--- src/core/ldoc_map.vh ---
// Functional notes
// - cut low-side conduction at peak current limit
// - over 64 limit cycles: drives off, faults low
// - hiccup expiry restarts through soft start
// - short enable low: LEDs off, gates off
// - long enable low enters standby
// - internal dimming if bit set or pin low
// - internal dimming enable bit resets to zero
// - active dimming high turns LED switch on
// - two-bit field selects gate drive current
// - drive strength same for both sources
// - internal duty 0 to 100 percent, half-percent steps
// - two-bit field selects 200 to 350 Hz
// - enable input doubles as external pulse stream
// - two-bit field selects 5 to 20 ms soft start
`ifndef LDOC_MAP_VH
`define LDOC_MAP_VH

// register byte offsets
`define LDOC_OFS_CONFIG 12'h000
`define LDOC_OFS_DUTY 12'h004
`define LDOC_OFS_STATE 12'h008
`define LDOC_OFS_IRQ_STS 12'h00C
`define LDOC_OFS_IRQ_MASK 12'h010

// dim_config_register fields
`define LDOC_CFG_INT_EN 0
`define LDOC_CFG_FREQ_LO 1
`define LDOC_CFG_FREQ_HI 2
`define LDOC_CFG_DRV_LO 3
`define LDOC_CFG_DRV_HI 4
`define LDOC_CFG_SS_LO 5
`define LDOC_CFG_SS_HI 6
`define LDOC_CFG_RESET 7'h00

// duty register
`define LDOC_DUTY_RESET 8'h00
`define LDOC_DUTY_STEPS 8'hC8

// interrupt status bits
`define LDOC_IRQ_SHUTDOWN 0
`define LDOC_IRQ_RESTART 1
`define LDOC_IRQ_STANDBY 2
`define LDOC_IRQ_LIMIT 3
`define LDOC_IRQ_RESET 4'h0

// timing
`define LDOC_CLK_HZ 50000000
`define LDOC_CLK_MHZ 50
`define LDOC_HICCUP_US 10000
`define LDOC_STANDBY_US 20000
`define LDOC_SS_STEP_US 5000
`define LDOC_OC_LIMIT_CYCLES 7'h40
`define LDOC_PWM_HZ_0 200
`define LDOC_PWM_HZ_1 250
`define LDOC_PWM_HZ_2 300
`define LDOC_PWM_HZ_3 350

`endif

--- src/core/ldoc_dim_gen.v ---
`timescale 1ns/100ps
`include "ldoc_map.vh"

// internal dimming generator: 200 steps per period
module ldoc_dim_gen (
   input wire clk_sys,
   input wire rst,
   input wire run,
   input wire [1:0] freq_sel,
   input wire [7:0] duty,
   output reg dim_out
);

   reg [10:0] step_cnt;
   reg [7:0] phase;
   reg [10:0] step_last;

   // clock cycles per duty step, minus one
   function [10:0] step_len;
      input [1:0] sel;
      integer hz;
      integer cyc;
      begin
         case (sel)
            2'h0: hz = `LDOC_PWM_HZ_0;
            2'h1: hz = `LDOC_PWM_HZ_1;
            2'h2: hz = `LDOC_PWM_HZ_2;
            default: hz = `LDOC_PWM_HZ_3;
         endcase
         // slowest rate needs 1249, so eleven bits always hold it
         cyc = `LDOC_CLK_HZ / (hz * `LDOC_DUTY_STEPS) - 1;
         step_len = cyc[10:0];
      end
   endfunction

   always @* begin
      step_last = step_len(freq_sel);
   end

   // time base and period counter; new frequency applies to the step in progress
   always @(posedge clk_sys) begin
      if (rst || !run) begin
         step_cnt <= 11'h000;
         phase <= 8'h00;
         dim_out <= 1'b0;
      end else begin
         if (step_cnt >= step_last) begin
            step_cnt <= 11'h000;
            if (phase == `LDOC_DUTY_STEPS - 8'h01) begin
               phase <= 8'h00;
            end else begin
               phase <= phase + 8'h01;
            end
         end else begin
            step_cnt <= step_cnt + 11'h001;
         end
         // codes above 200 act as full on
         dim_out <= (phase < duty);
      end
   end

endmodule

--- src/core/ldoc_top.v ---
// The register addresses and the APB register port were chosen for this implementation.
`timescale 1ns/100ps
`include "ldoc_map.vh"

// led dimming and overcurrent control
module ldoc_top #(
   parameter [23:0] HICCUP_CYCLES = `LDOC_HICCUP_US * `LDOC_CLK_MHZ,
   parameter [23:0] STANDBY_CYCLES = `LDOC_STANDBY_US * `LDOC_CLK_MHZ,
   parameter [23:0] SS_STEP_CYCLES = `LDOC_SS_STEP_US * `LDOC_CLK_MHZ
) (
   input wire clk_sys,
   input wire rst,
   input wire psel,
   input wire penable,
   input wire pwrite,
   input wire [11:0] paddr,
   input wire [31:0] pwdata,
   output reg [31:0] prdata,
   output reg pready,
   output reg pslverr,
   input wire en_dim_pin,
   input wire dim_source_select_n,
   input wire switch_clock_pin,
   input wire switch_current_sense,
   input wire loop_on_request,
   output reg low_side_gate,
   output reg high_side_gate,
   output reg dim_switch_gate_out,
   output reg [1:0] dim_gate_drive_strength,
   output reg fault_flag_1_n,
   output reg fault_flag_2_n,
   output reg standby,
   output reg soft_start_active,
   output reg irq
);

   // converter states
   localparam [1:0] ST_STANDBY = 2'h0;
   localparam [1:0] ST_SOFT = 2'h1;
   localparam [1:0] ST_RUN = 2'h2;
   localparam [1:0] ST_HICCUP = 2'h3;

   reg [1:0] state;
   reg [1:0] next_state;
   reg [6:0] cfg;
   reg [7:0] duty;
   reg [3:0] irq_sts;
   reg [3:0] irq_mask;
   reg [3:0] irq_set;

   // pin synchronisers, first stage read only by second
   reg en_meta;
   reg en_sync;
   reg sel_meta;
   reg sel_sync;
   reg swc_meta;
   reg swc_sync;
   reg swc_prev;
   reg cs_meta;
   reg cs_sync;
   reg req_meta;
   reg req_sync;

   reg [23:0] low_cnt;
   reg [23:0] tmr;
   reg [6:0] oc_cnt;
   reg oc_seen;
   reg limit_hit;
   reg [1:0] ss_sel_latched;

   wire sw_tick;
   wire use_internal;
   wire gen_out;
   wire dim_active;
   wire en_long_low;
   wire tmr_done;
   wire oc_trip;
   wire [23:0] ss_cycles;

   wire apb_access;
   wire apb_wr;
   wire [31:0] rd_word;
   wire addr_ok;

   // two-flop synchronisers for all pins
   always @(posedge clk_sys) begin
      if (rst) begin
         en_meta <= 1'b0;
         en_sync <= 1'b0;
         sel_meta <= 1'b1;
         sel_sync <= 1'b1;
         swc_meta <= 1'b0;
         swc_sync <= 1'b0;
         swc_prev <= 1'b0;
         cs_meta <= 1'b0;
         cs_sync <= 1'b0;
         req_meta <= 1'b0;
         req_sync <= 1'b0;
      end else begin
         en_meta <= en_dim_pin;
         en_sync <= en_meta;
         sel_meta <= dim_source_select_n;
         sel_sync <= sel_meta;
         swc_meta <= switch_clock_pin;
         swc_sync <= swc_meta;
         swc_prev <= swc_sync;
         cs_meta <= switch_current_sense;
         cs_sync <= cs_meta;
         req_meta <= loop_on_request;
         req_sync <= req_meta;
      end
   end

   // rising edge of the switching clock opens a new cycle
   assign sw_tick = swc_sync & ~swc_prev;

   // source choice: bit overrides pin toward internal
   assign use_internal = cfg[`LDOC_CFG_INT_EN] | ~sel_sync;

   // internal generator runs only while selected and enabled
   ldoc_dim_gen u_gen (
      .clk_sys(clk_sys),
      .rst(rst),
      .run(use_internal & en_sync),
      .freq_sel(cfg[`LDOC_CFG_FREQ_HI:`LDOC_CFG_FREQ_LO]),
      .duty(duty),
      .dim_out(gen_out)
   );

   // enable input is also the external pulse stream
   assign dim_active = use_internal ? (gen_out & en_sync) : en_sync;

   // a low enable only counts as standby once it outlasts the entry time
   assign en_long_low = (low_cnt >= STANDBY_CYCLES);

   always @(posedge clk_sys) begin
      if (rst) begin
         low_cnt <= 24'h000000;
      end else if (en_sync) begin
         low_cnt <= 24'h000000;
      end else if (!en_long_low) begin
         low_cnt <= low_cnt + 24'h000001;
      end
   end

   // soft start length follows the latched selection
   assign ss_cycles = SS_STEP_CYCLES * ({22'h000000, ss_sel_latched} + 24'h000001);
   assign tmr_done = (state == ST_HICCUP) ? (tmr >= HICCUP_CYCLES - 24'h000001)
                                          : (tmr >= ss_cycles - 24'h000001);

   // limit must persist past 64 consecutive switching cycles
   assign oc_trip = sw_tick & oc_seen & (oc_cnt == `LDOC_OC_LIMIT_CYCLES);

   // per-cycle limit latch and consecutive overcurrent count
   always @(posedge clk_sys) begin
      if (rst || state == ST_STANDBY || state == ST_HICCUP) begin
         oc_seen <= 1'b0;
         oc_cnt <= 7'h00;
         limit_hit <= 1'b0;
      end else if (sw_tick) begin
         oc_seen <= cs_sync;
         limit_hit <= cs_sync;
         if (oc_seen) begin
            if (oc_cnt != `LDOC_OC_LIMIT_CYCLES) begin
               oc_cnt <= oc_cnt + 7'h01;
            end
         end else begin
            oc_cnt <= 7'h00;
         end
      end else if (cs_sync) begin
         oc_seen <= 1'b1;
         limit_hit <= 1'b1;
      end
   end

   // state transitions
   always @* begin
      next_state = state;
      case (state)
         ST_STANDBY: begin
            if (en_sync) begin
               next_state = ST_SOFT;
            end
         end
         ST_SOFT: begin
            if (en_long_low) begin
               next_state = ST_STANDBY;
            end else if (oc_trip) begin
               next_state = ST_HICCUP;
            end else if (tmr_done) begin
               next_state = ST_RUN;
            end
         end
         ST_RUN: begin
            if (en_long_low) begin
               next_state = ST_STANDBY;
            end else if (oc_trip) begin
               next_state = ST_HICCUP;
            end
         end
         ST_HICCUP: begin
            if (tmr_done) begin
               next_state = ST_SOFT;
            end
         end
         default: next_state = ST_STANDBY;
      endcase
   end

   // state register and shared soft start / hiccup timer
   always @(posedge clk_sys) begin
      if (rst) begin
         state <= ST_STANDBY;
         tmr <= 24'h000000;
         ss_sel_latched <= 2'h0;
      end else begin
         state <= next_state;
         if (next_state != state) begin
            tmr <= 24'h000000;
            ss_sel_latched <= cfg[`LDOC_CFG_SS_HI:`LDOC_CFG_SS_LO];
         end else if (state == ST_SOFT || state == ST_HICCUP) begin
            if (!tmr_done) begin
               tmr <= tmr + 24'h000001;
            end
         end
      end
   end

   // gate and dimming drives, all registered
   always @(posedge clk_sys) begin
      if (rst) begin
         low_side_gate <= 1'b0;
         high_side_gate <= 1'b0;
         dim_switch_gate_out <= 1'b0;
         dim_gate_drive_strength <= 2'h0;
         fault_flag_1_n <= 1'b1;
         fault_flag_2_n <= 1'b1;
         standby <= 1'b1;
         soft_start_active <= 1'b0;
      end else begin
         // one strength field serves both sources
         dim_gate_drive_strength <= cfg[`LDOC_CFG_DRV_HI:`LDOC_CFG_DRV_LO];
         if (next_state == ST_SOFT || next_state == ST_RUN) begin
            // high here means led switch on (gate pulled below regulator)
            dim_switch_gate_out <= dim_active;
            low_side_gate <= dim_active & req_sync & ~limit_hit & ~cs_sync;
            // high side stays off during soft start to avoid reverse conduction
            high_side_gate <= dim_active & (next_state == ST_RUN) &
                              ~(req_sync & ~limit_hit & ~cs_sync);
         end else begin
            dim_switch_gate_out <= 1'b0;
            low_side_gate <= 1'b0;
            high_side_gate <= 1'b0;
         end
         fault_flag_1_n <= (next_state != ST_HICCUP);
         fault_flag_2_n <= (next_state != ST_HICCUP);
         standby <= (next_state == ST_STANDBY);
         soft_start_active <= (next_state == ST_SOFT);
      end
   end

   // interrupt events
   always @* begin
      irq_set = `LDOC_IRQ_RESET;
      irq_set[`LDOC_IRQ_SHUTDOWN] = (state != ST_HICCUP) & (next_state == ST_HICCUP);
      irq_set[`LDOC_IRQ_RESTART] = (state == ST_HICCUP) & (next_state == ST_SOFT);
      irq_set[`LDOC_IRQ_STANDBY] = (state != ST_STANDBY) & (next_state == ST_STANDBY);
      irq_set[`LDOC_IRQ_LIMIT] = sw_tick & oc_seen;
   end

   // apb decode
   assign apb_access = psel & penable & ~pready;
   assign apb_wr = psel & penable & pready & pwrite;
   assign addr_ok = (paddr == `LDOC_OFS_CONFIG) | (paddr == `LDOC_OFS_DUTY) |
                    (paddr == `LDOC_OFS_STATE) | (paddr == `LDOC_OFS_IRQ_STS) |
                    (paddr == `LDOC_OFS_IRQ_MASK);

   // read mux; unused bits read zero
   assign rd_word = (paddr == `LDOC_OFS_CONFIG) ? {25'h0000000, cfg} :
                    (paddr == `LDOC_OFS_DUTY) ? {24'h000000, duty} :
                    (paddr == `LDOC_OFS_STATE) ? {17'h00000, oc_cnt, dim_active,
                                                  use_internal, limit_hit,
                                                  fault_flag_1_n, soft_start_active,
                                                  standby, state} :
                    (paddr == `LDOC_OFS_IRQ_STS) ? {28'h0000000, irq_sts} :
                    (paddr == `LDOC_OFS_IRQ_MASK) ? {28'h0000000, irq_mask} :
                    32'h00000000;

   // one wait state: ready rises the cycle after the access phase starts
   always @(posedge clk_sys) begin
      if (rst) begin
         pready <= 1'b0;
         pslverr <= 1'b0;
         prdata <= 32'h00000000;
      end else if (apb_access) begin
         pready <= 1'b1;
         pslverr <= ~addr_ok;
         prdata <= pwrite ? 32'h00000000 : rd_word;
      end else begin
         pready <= 1'b0;
         pslverr <= 1'b0;
         prdata <= 32'h00000000;
      end
   end

   // register writes; event set beats a same-cycle write-one clear
   always @(posedge clk_sys) begin
      if (rst) begin
         cfg <= `LDOC_CFG_RESET;
         duty <= `LDOC_DUTY_RESET;
         irq_sts <= `LDOC_IRQ_RESET;
         irq_mask <= `LDOC_IRQ_RESET;
         irq <= 1'b0;
      end else begin
         if (apb_wr && paddr == `LDOC_OFS_CONFIG) begin
            cfg <= pwdata[6:0];
         end
         if (apb_wr && paddr == `LDOC_OFS_DUTY) begin
            duty <= pwdata[7:0];
         end
         if (apb_wr && paddr == `LDOC_OFS_IRQ_MASK) begin
            irq_mask <= pwdata[3:0];
         end
         if (apb_wr && paddr == `LDOC_OFS_IRQ_STS) begin
            irq_sts <= (irq_sts & ~pwdata[3:0]) | irq_set;
         end else begin
            irq_sts <= irq_sts | irq_set;
         end
         irq <= |(irq_sts & irq_mask);
      end
   end

endmodule

--- config.mk ---
export PLATFORM = sky130hd
export DESIGN_NAME = ldoc_top
export DESIGN_NICKNAME = d
export VERILOG_FILES = /design/src/core/ldoc_dim_gen.v /design/src/core/ldoc_top.v
export VERILOG_INCLUDE_DIRS = /design/src /design/src/core
export SDC_FILE = /design/constraint.sdc
export NUM_CORES = 1
export LEC_CHECK = 0
export BUFFER_PORTS_ARGS = -buffer_cell sky130_fd_sc_hd__buf_2
export CAP_MARGIN = 0
export CELL_PAD_IN_SITES_DETAIL_PLACEMENT = 1
export CELL_PAD_IN_SITES_GLOBAL_PLACEMENT = 1
export CORE_MARGIN = 2
export CORE_UTILIZATION = 40
export DETAILED_ROUTE_END_ITERATION = 6
export PLACE_DENSITY = 0.73
export SLEW_MARGIN = 40
export SYNTH_ARGS = -nofsm -noshare
export SYNTH_HDL_FRONTEND = slang
export SYNTH_HIERARCHICAL = 1
export SYNTH_SLANG_ARGS = --single-unit
export TNS_END_PERCENT = 20
--- constraint.sdc ---
create_clock -name clk_sys -period 10.5 [get_ports clk_sys]
set_input_delay 2.1 -clock clk_sys [delete_from_list [all_inputs] [get_ports clk_sys]]
set_output_delay 2.1 -clock clk_sys [all_outputs]
set_load 0.05 [all_outputs]
==> results.txt, run 1 <==
For the number of top-level pins, the log shows 98. The run gives 21.42 mm as the estimated wirelength of the detail-placed design. CTS placed an instance of sky130_fd_sc_hd__clkbuf_16 at the clock tree root.

The largest single stage delay on the critical path is 0.46 ns. The core region is 24250 sq um. The clock drives 140 sinks. Among all flip-flop cells after synthesis, the most frequent one is sky130_fd_sc_hd__dfxtp_1.

The count of yosys warnings during synthesis is 6, and the data required time at the worst endpoint is 10.81 ns. The run finished with clean final reports. The placed instances occupy a cell area of 10460 sq um. Counting stages on the worst path, the most repeated cell is sky130_fd_sc_hd__ha_1. The first TritonRoute pass finished after 4 iterations. The largest individual stage delay along the critical path comes from the cell sky130_fd_sc_hd__or4_4. The worst-case setup slack after placement is -0.1261 ns, and the post-synthesis instance area is 9833 sq um.

The via count of the first global-routing pass was 9257; the die area was 25850 sq um. The ratio of routed vias to standard cells is 5.585. The count of nets left with antenna violations once routing finished came out at 0.

Measured along the x axis, the die boundary spans 160.8 um. In this run the critical register-to-register path is captured at u_gen/phase[7]$_SDFFE_PP0P_. Summed over all instances, the cell type with the most area after synthesis is sky130_fd_sc_hd__dfxtp_1. Buffers inserted during clock tree synthesis total 17. The final instance area came out at 11290 sq um. The commonest cells after synthesis are sky130_fd_sc_hd__nor2_1 (141), sky130_fd_sc_hd__dfxtp_1 (140), sky130_fd_sc_hd__ha_1 (96), sky130_fd_sc_hd__nand2_1 (81), sky130_fd_sc_hd__a21oi_1 (74).

Routability-driven placement finished with a final weighted congestion of 0.8370. The tools report the max-slew violation count as 0. The number of cells on the worst reg-to-reg path is 53. Fill cell instance count of the final layout: 2950. Clock insertion delay at the later pin of the skew report: 0.43 ns.

Setup slack on the critical path of the routed design comes to 0.5948 ns. The cell family contributing the most delay on the critical path is compound AO/OA/AOI/OAI gates. The H-tree level count was 4. In this run the worst path has a maximum fanout of 6. The run gives 0.1176 mV as the worst supply voltage drop on vdd. The run gives 0.01087 ns as the worst setup skew after layout.

Counting flops and latches in the post-synthesis netlist gives 140. The worst setup path is captured at a register. The most common cell in the synthesized netlist is sky130_fd_sc_hd__nor2_1.

The logs give 0.2235 for the total global routing track utilization and 0 for the DRC violation count after routing. For the register-to-register setup slack, the log shows 0.59 ns. STA classifies the critical path startpoint as a register.

The design draws 0.001263 W. For the total grt overflow, the log shows 0. The final layout contains 1404 nets. The maximum number of buffers from clock root to sink came out at 2.

The path category of the worst min-delay check was reg2reg. The die is 160.8 um tall. TritonCTS built the clock tree. Power spread over the standard cell area amounts to 111.9 nW/um^2. The total negative slack for setup checks came out at 0 ns. The peak clock frequency supported by timing was 0.1010 GHz. DRC marker count from the first detailed-route iteration: 422.

For the initial antenna violation count, the log shows 4. The hold violation total from the final report is 0, and the quantity of I/O buffers inserted on ports is 56. Buffers inserted to repair hold after CTS numbered 0. The tools report the sequential-to-total area share from yosys stat as 0.2850. In this run the critical register-to-register path is launched from cfg[1]$_SDFFE_PP0P_. The proportion of netlist area held by the largest area contributor came out at 0.2850. The sum of buffers and inverters on the critical path works out to 4. The count of cells in the finished layout, fillers not included, comes to 1594. The startpoint identified for the worst hold timing path is en_meta$_SDFF_PP0_. For the cell count after placement, the log shows 1555. The routed layout has 8902 vias. A synthesized cell averages 8.291 sq um. The fraction of layout instances using a drive strength above 1 is 0.1555, and the static leakage power is 4.509 nW. Number of flops mapped to enable cells by yosys: 0. The number of max-capacitance violations reported was 0. The async set or reset register ratio after synthesis came out at 0. Entering global routing, the biggest net connects 52 pins. The path with the worst hold slack has its endpoint at en_sync$_SDFF_PP0_. The final critical path time including I/O delays and setup is 9.905 ns. The first-pass GRT wire length was 47.13 mm; the initial core utilization was 0.4055. Relative max-transition margin: 0.4552. The multi-input combinational cells in the finished layout cover a total of 6751 sq um. By startpoint and endpoint, the worst setup path is classified as reg2reg. The share of the clock period used by the worst path was 0.9434. The run gives 10.21 ns as the data arrival at the endpoint of the critical path.

After detailed routing, the average wire length per cell comes to 17.88 um. Worst hold path cell count: 1. In this run, distinct cell masters in the synthesized netlist total 95.

Setup violations remaining at the end of the flow were counted as 0. Ranked by total cell area, the synthesized netlist is headed by sky130_fd_sc_hd__dfxtp_1 (29%), sky130_fd_sc_hd__ha_1 (12%), sky130_fd_sc_hd__nor2_1 (5.4%). The logs give 28.50 mm for the routed wire length and 1186 for the post-synthesis instance total. Row count: 57. The area taken by flip-flops and latches was 2803 sq um. At the pin with the least slew margin, the transition time is 0.8154 ns.

The clock transition at the registers of the reported paths is 0.06 ns, and the area overhead of the layout relative to synthesis is 14.80%.
## how the worst max path moves through the flow
| stage | from | to | slack (ns) | depth (start not counted) |
|---|---|---|---|---|
| CTS | cfg[1]$_SDFFE_PP0P_ | u_gen/phase[6]$_SDFFE_PP0P_ | 0.09 | 54 |
| global placement | cfg[1]$_SDFFE_PP0P_ | u_gen/phase[5]$_SDFFE_PP0P_ | 0.09 | 52 |
| floorplan | cfg[1]$_SDFFE_PP0P_ | u_gen/step_cnt[10]$_SDFF_PP0_ | 0.03 | 55 |
| detailed placement | cfg[1]$_SDFFE_PP0P_ | u_gen/phase[7]$_SDFFE_PP0P_ | -0.13 | 52 |
| global route | cfg[1]$_SDFFE_PP0P_ | u_gen/phase[5]$_SDFFE_PP0P_ | -0.04 | 54 |
| finish | cfg[1]$_SDFFE_PP0P_ | u_gen/phase[7]$_SDFFE_PP0P_ | 0.59 | 53 |
## state kept, by name (all words and copies together) (netlist names), 7 cells and up
signal          flops
cfg                 7
duty                8
low_cnt            24
oc_cnt              7
prdata             15
tmr                24
u_gen/phase         8
u_gen/step_cnt     11
## area by class of cell
type / instances / area share
Multi-Input combinational cell: 957 / 0.5981
Sequential cell: 140 / 0.2483
Timing Repair Buffer: 87 / 0.04544
Clock buffer: 20 / 0.04134
Tap cell: 324 / 0.03591
Inverter: 51 / 0.01707
Clock inverter: 12 / 0.01319
Antenna cell: 3 / 0.0006650
## power breakdown
part,internal (W),switching [W]
registers,0.000535,0.00000434
clock network,0.000375,0.000252
logic,0.0000321,0.0000637
total,0.000942,0.000320
## through the flow
stage / util / hold slack (ns)
final: 0.4655 / 0.4431
after global routing: 0.4652 / 0.4632
after CTS: 0.4578 / 0.4499
after detailed placement: 0.4315 / 0.4333
after global placement: 0.4312 / 0.4184
after floorplan: - / 0.3895
## worst reg2reg max path: cells and delay by family (launching register included)
| kind | cells | cell delay [ns] |
|---|---|---|
| xor+xnor | 2 | 0.26 |
| mux | 3 | 0.61 |
| flops | 1 | 0.35 |
| compound gates | 19 | 3.49 |
| fa+ha+maj | 10 | 2.48 |
| simple gates | 15 | 2.19 |
| buf+inv | 4 | 0.42 |
## kinds of logic (layout without fill, tap and decap cells)
logic type,count (synthesis),after routing,synth area share
XOR/XNOR,61,61,0.05433
other,3,26,0.001145
AND/OR/NAND/NOR,496,496,0.2672
adder cells (fa/ha/maj),96,96,0.1222
flip-flops,140,140,0.2850
buffers and inverters,109,170,0.05484
AO/OA/AOI/OAI,240,240,0.1690
multiplexers,41,41,0.04632
## layer usage
metal | global-route usage | wire [um] | up-vias
li1 | - | - | 4372
met1 | 0.2667 | 12530 | 4327
met2 | 0.4060 | 14280 | 151
met3 | 0.04261 | 1032 | 50
met4 | 0.06818 | 647 | 2
met5 | 0 | 16 | -
## cells in the final DEF (no fill, tap or decap), types with 9 or more instances in the layout
cell type | synthesis | layout
sky130_fd_sc_hd__mux2i_1 | 35 | 33
sky130_fd_sc_hd__o31ai_1 | 19 | 18
sky130_fd_sc_hd__or3_1 | 16 | 16
sky130_fd_sc_hd__and3_1 | 19 | 19
sky130_fd_sc_hd__o21ai_0 | 38 | 36
sky130_fd_sc_hd__buf_4 | 21 | 31
sky130_fd_sc_hd__buf_2 | 11 | 56
sky130_fd_sc_hd__nand2_1 | 81 | 81
sky130_fd_sc_hd__a21o_1 | 10 | 9
sky130_fd_sc_hd__or4_1 | 16 | 16
sky130_fd_sc_hd__nor2_1 | 141 | 140
sky130_fd_sc_hd__nor3_1 | 23 | 21
sky130_fd_sc_hd__nand3_1 | 44 | 43
sky130_fd_sc_hd__nor2b_1 | 28 | 26
sky130_fd_sc_hd__nand4_1 | 30 | 30
sky130_fd_sc_hd__o211ai_1 | 9 | 9
sky130_fd_sc_hd__a31oi_1 | 17 | 16
sky130_fd_sc_hd__nand2b_1 | 20 | 19
sky130_fd_sc_hd__ha_1 | 96 | 94
sky130_fd_sc_hd__or2_2 | 11 | 10
sky130_fd_sc_hd__and2_1 | 21 | 21
sky130_fd_sc_hd__clkbuf_16 | 0 | 17
sky130_fd_sc_hd__dfxtp_1 | 140 | 140
sky130_fd_sc_hd__inv_1 | 48 | 46
sky130_fd_sc_hd__conb_1 | 3 | 23
sky130_fd_sc_hd__xnor2_1 | 24 | 24
sky130_fd_sc_hd__xor2_1 | 37 | 37
sky130_fd_sc_hd__a21oi_1 | 74 | 73
## timing repair
item                       CTS  global route
pin swaps                    0             9
setup endpoints to repair    8            19
gates resized for setup      5            30
buffers inserted             0             4
Power figures use the tool's default switching activity.
==> run 2: changes to the inputs <==
--- a/config.mk
+++ b/config.mk
@@ -16,2 +16,3 @@
 export PLACE_DENSITY = 0.73
+export SKIP_LAST_GASP = 1
 export SLEW_MARGIN = 40
==> constraint.sdc (replaced) <==
create_clock -name clk_sys -period 10.5 [get_ports clk_sys]
set_input_delay 1.05 -clock clk_sys [delete_from_list [all_inputs] [get_ports clk_sys]]
set_output_delay 1.05 -clock clk_sys [all_outputs]
set_load 0.05 [all_outputs]
==> run 2 against run 1 <==
Combinational power grew 0.6%. First-iteration DRC count shrank 27%. Wire length grew 0.21%. Highest routed layer unchanged. Largest power group unchanged.
==> results.txt, run 2 (same netlist as run 1, synthesis figures left out) <==
The run finished with clean final reports. The congestion estimate from routability-driven global placement came to 0.8280. The analysis attributes to net switching a power of 0.0003244 W. For the worst-skew pair, the clock arrives at the later sink with an insertion delay of 0.43 ns.

The number of clock buffers inserted by TritonCTS came out at 17. STA classifies the critical path startpoint as a register. The proportion of power drawn by flip-flops and latches was 0.433; the via count of the first global-routing pass was 9086. The fraction of layout instances using a drive strength above 1 came out at 0.1584.

The logs give 21.41 mm for the estimated wirelength of the detail-placed design and 0 for the max-slew violation count. The cell that appears most often on the critical path is sky130_fd_sc_hd__ha_1. The share of total power in the clock network is 0.490. After filler insertion, the fill cell instance count of the layout stands at 2934.

Entering global routing, the biggest net connects 52 pins. Endpoint type of the worst setup path: a register. The library cells used most frequently in the layout, excluding fill and tap cells, are sky130_fd_sc_hd__nor2_1 (140), sky130_fd_sc_hd__dfxtp_1 (139), sky130_fd_sc_hd__ha_1 (93). The tool flagged a number of max-cap violations equal to 0. For this design, the slowest cell found on the critical path is sky130_fd_sc_hd__or4_4. After clock tree synthesis, the clock-pin slew on the worst setup and hold paths is 0.07 ns. Using the TritonRoute via totals, the vias-per-cell ratio works out to 5.587. Summing internal, switching and leakage power gives 0.001247 W.

The total global routing track utilization is 0.2228, and the actual slew at the worst max-slew pin is 0.7531 ns. The data required time at the worst endpoint came out at 10.79 ns. Summing over every cut layer, the via total after detailed routing is 8945. Pin placement for this block handled 98 I/O pins.

Quantity of I/O buffers inserted on ports: 56. Static timing analysis puts the maximum clock frequency at 0.1010 GHz. The largest registers in the layout are low_cnt x24, tmr x24, prdata x15. The run gives 0 as the hold violation total from the final report. The critical path is of the reg2reg type.

Once detail routing completed, the nets flagged for antenna violations numbered 0. The tools report the worst setup skew after layout as 0.02140 ns. Setup violations remaining at the end of the flow were counted as 0.

The DRC marker count from the first detailed-route iteration is 309. The initial antenna violation count is 4, and the area of the placeable core is 24250 sq um. Wire length per cell after detailed routing: 17.84 um. Leading cell type in the layout, fill and taps excluded: sky130_fd_sc_hd__nor2_1.

The run gives 0.4941 as the relative max-transition margin. The run gives 0.1039 mV as the worst supply voltage drop on vdd. The top fanout value on the critical path is 6. The run gives 4 as the number of search-and-repair iterations in the first detailed-routing pass. The cell sitting at the root of the clock tree is a sky130_fd_sc_hd__clkbuf_16. The die area was 25850 sq um; the power density over the cells was 110.4 nW/um^2.

The initial core utilization came out at 0.4055. Biggest cell delay along the critical path: 0.46 ns. The total clock sinks was 140; the DRC violation count after routing was 0.

Internal power comes to 0.0009228 W. At the end of the flow, the number of nets in the layout was 1412. Row count: 57. The die width was 160.8 um. TritonCTS built the clock tree.

The final critical path time including I/O delays and setup works out to 9.897 ns. Cell depth of the worst flop-to-flop path: 53. Path category of the worst min-delay check: reg2reg.

In this run the static leakage power is 4.519 nW. Summed over all layers, the global routing overflow is 0. The worst hold path cell count was 1. Fraction of power consumed by combinational cells: 0.077. The area overhead of the layout relative to synthesis works out to 14.87%.

The first-pass GRT wire length is 46.94 mm, and the maximum number of buffers from clock root to sink is 2. The share of the clock period used by the worst path works out to 0.9426. At the worst endpoint, the arrival time is 10.19 ns. The worst-case hold slack was 0.4483 ns; the H-tree level count was 4.

For this block, the routed nets add up to 28.56 mm of wire. The fraction of power spent switching nets works out to 0.2601. The vertical extent of the die works out to 160.8 um.
run 2: metal layers:
layer  share of wire  up-vias  wire, um  GRT usage
li1                -     4380         -          -
met1            0.44     4391     12590     0.2729
met2            0.50      125     14360     0.3913
met3           0.031       47       886    0.04055
met4           0.025        2       708    0.08036
met5         0.00039        -        11          0
run 2: through the flow:
step	setup TNS, ns	utilization	area (sq um)	setup slack [ns]	instances
after floorplan	0	-	9917	0.02529	1206
after global placement	0	0.4312	10460	0.1274	1555
after detailed placement	-0.3433	0.4315	10460	-0.08039	1555
final	0	0.4658	11300	0.6026	1601
after global routing	-0.05968	0.4656	11290	-0.02974	1599
after CTS	0	0.4568	11080	0.009793	1588
run 2: power groups by stage:
| stage | clock [W] | sequential [W] | combinational (W) |
|---|---|---|---|
| finish | 0.000611 | 0.000540 | 0.0000964 |
| global route | 0.000646 | 0.000540 | 0.000106 |
| CTS | 0.000623 | 0.000540 | 0.0000904 |
| detailed placement | 0 | 0.000552 | 0.0000895 |
| global placement | 0 | 0.000551 | 0.0000878 |
| floorplan | 0 | 0.000552 | 0.0000719 |
run 2: final timing paths:
check	start	end	slack (ns)
max	cfg[1]$_SDFFE_PP0P_	u_gen/phase[4]$_SDFFE_PP0P_	0.60
min	swc_meta$_SDFF_PP0_	swc_sync$_SDFF_PP0_	0.45
max reg2reg	cfg[1]$_SDFFE_PP0P_	u_gen/phase[4]$_SDFFE_PP0P_	0.60
min reg2reg	swc_meta$_SDFF_PP0_	swc_sync$_SDFF_PP0_	0.45
run 2: final cells by class:
| cell class | count | area, sq um | area share |
|---|---|---|---|
| diodes | 2 | 5.005 | 0.0004431 |
| clock buffers | 18 | 429.2 | 0.03799 |
| clock inverters | 14 | 156.4 | 0.01385 |
| inverters | 51 | 192.7 | 0.01706 |
| multi-input cells | 957 | 6723 | 0.5952 |
| flip-flops and latches | 140 | 2804 | 0.2482 |
| well taps | 324 | 405.4 | 0.03589 |
| repair buffers | 95 | 580.6 | 0.05140 |
run 2: what timing repair did:
action	CTS	global route
gates resized for setup	4	29
pin swaps	0	10
buffers inserted	1	10
gates cloned	0	0
hold buffers	0	0
hold endpoints to repair	0	0
endpoints found under the setup margin	6	19
run 2: worst max-delay path, delay by kind of cell (launching register included):
kind | cells | cell delay [ns]
flops | 1 | 0.35
compound gates | 20 | 3.56
mux | 1 | 0.33
fa+ha+maj | 10 | 2.50
simple gates | 15 | 2.11
buf+inv | 5 | 0.58
xor+xnor | 2 | 0.35
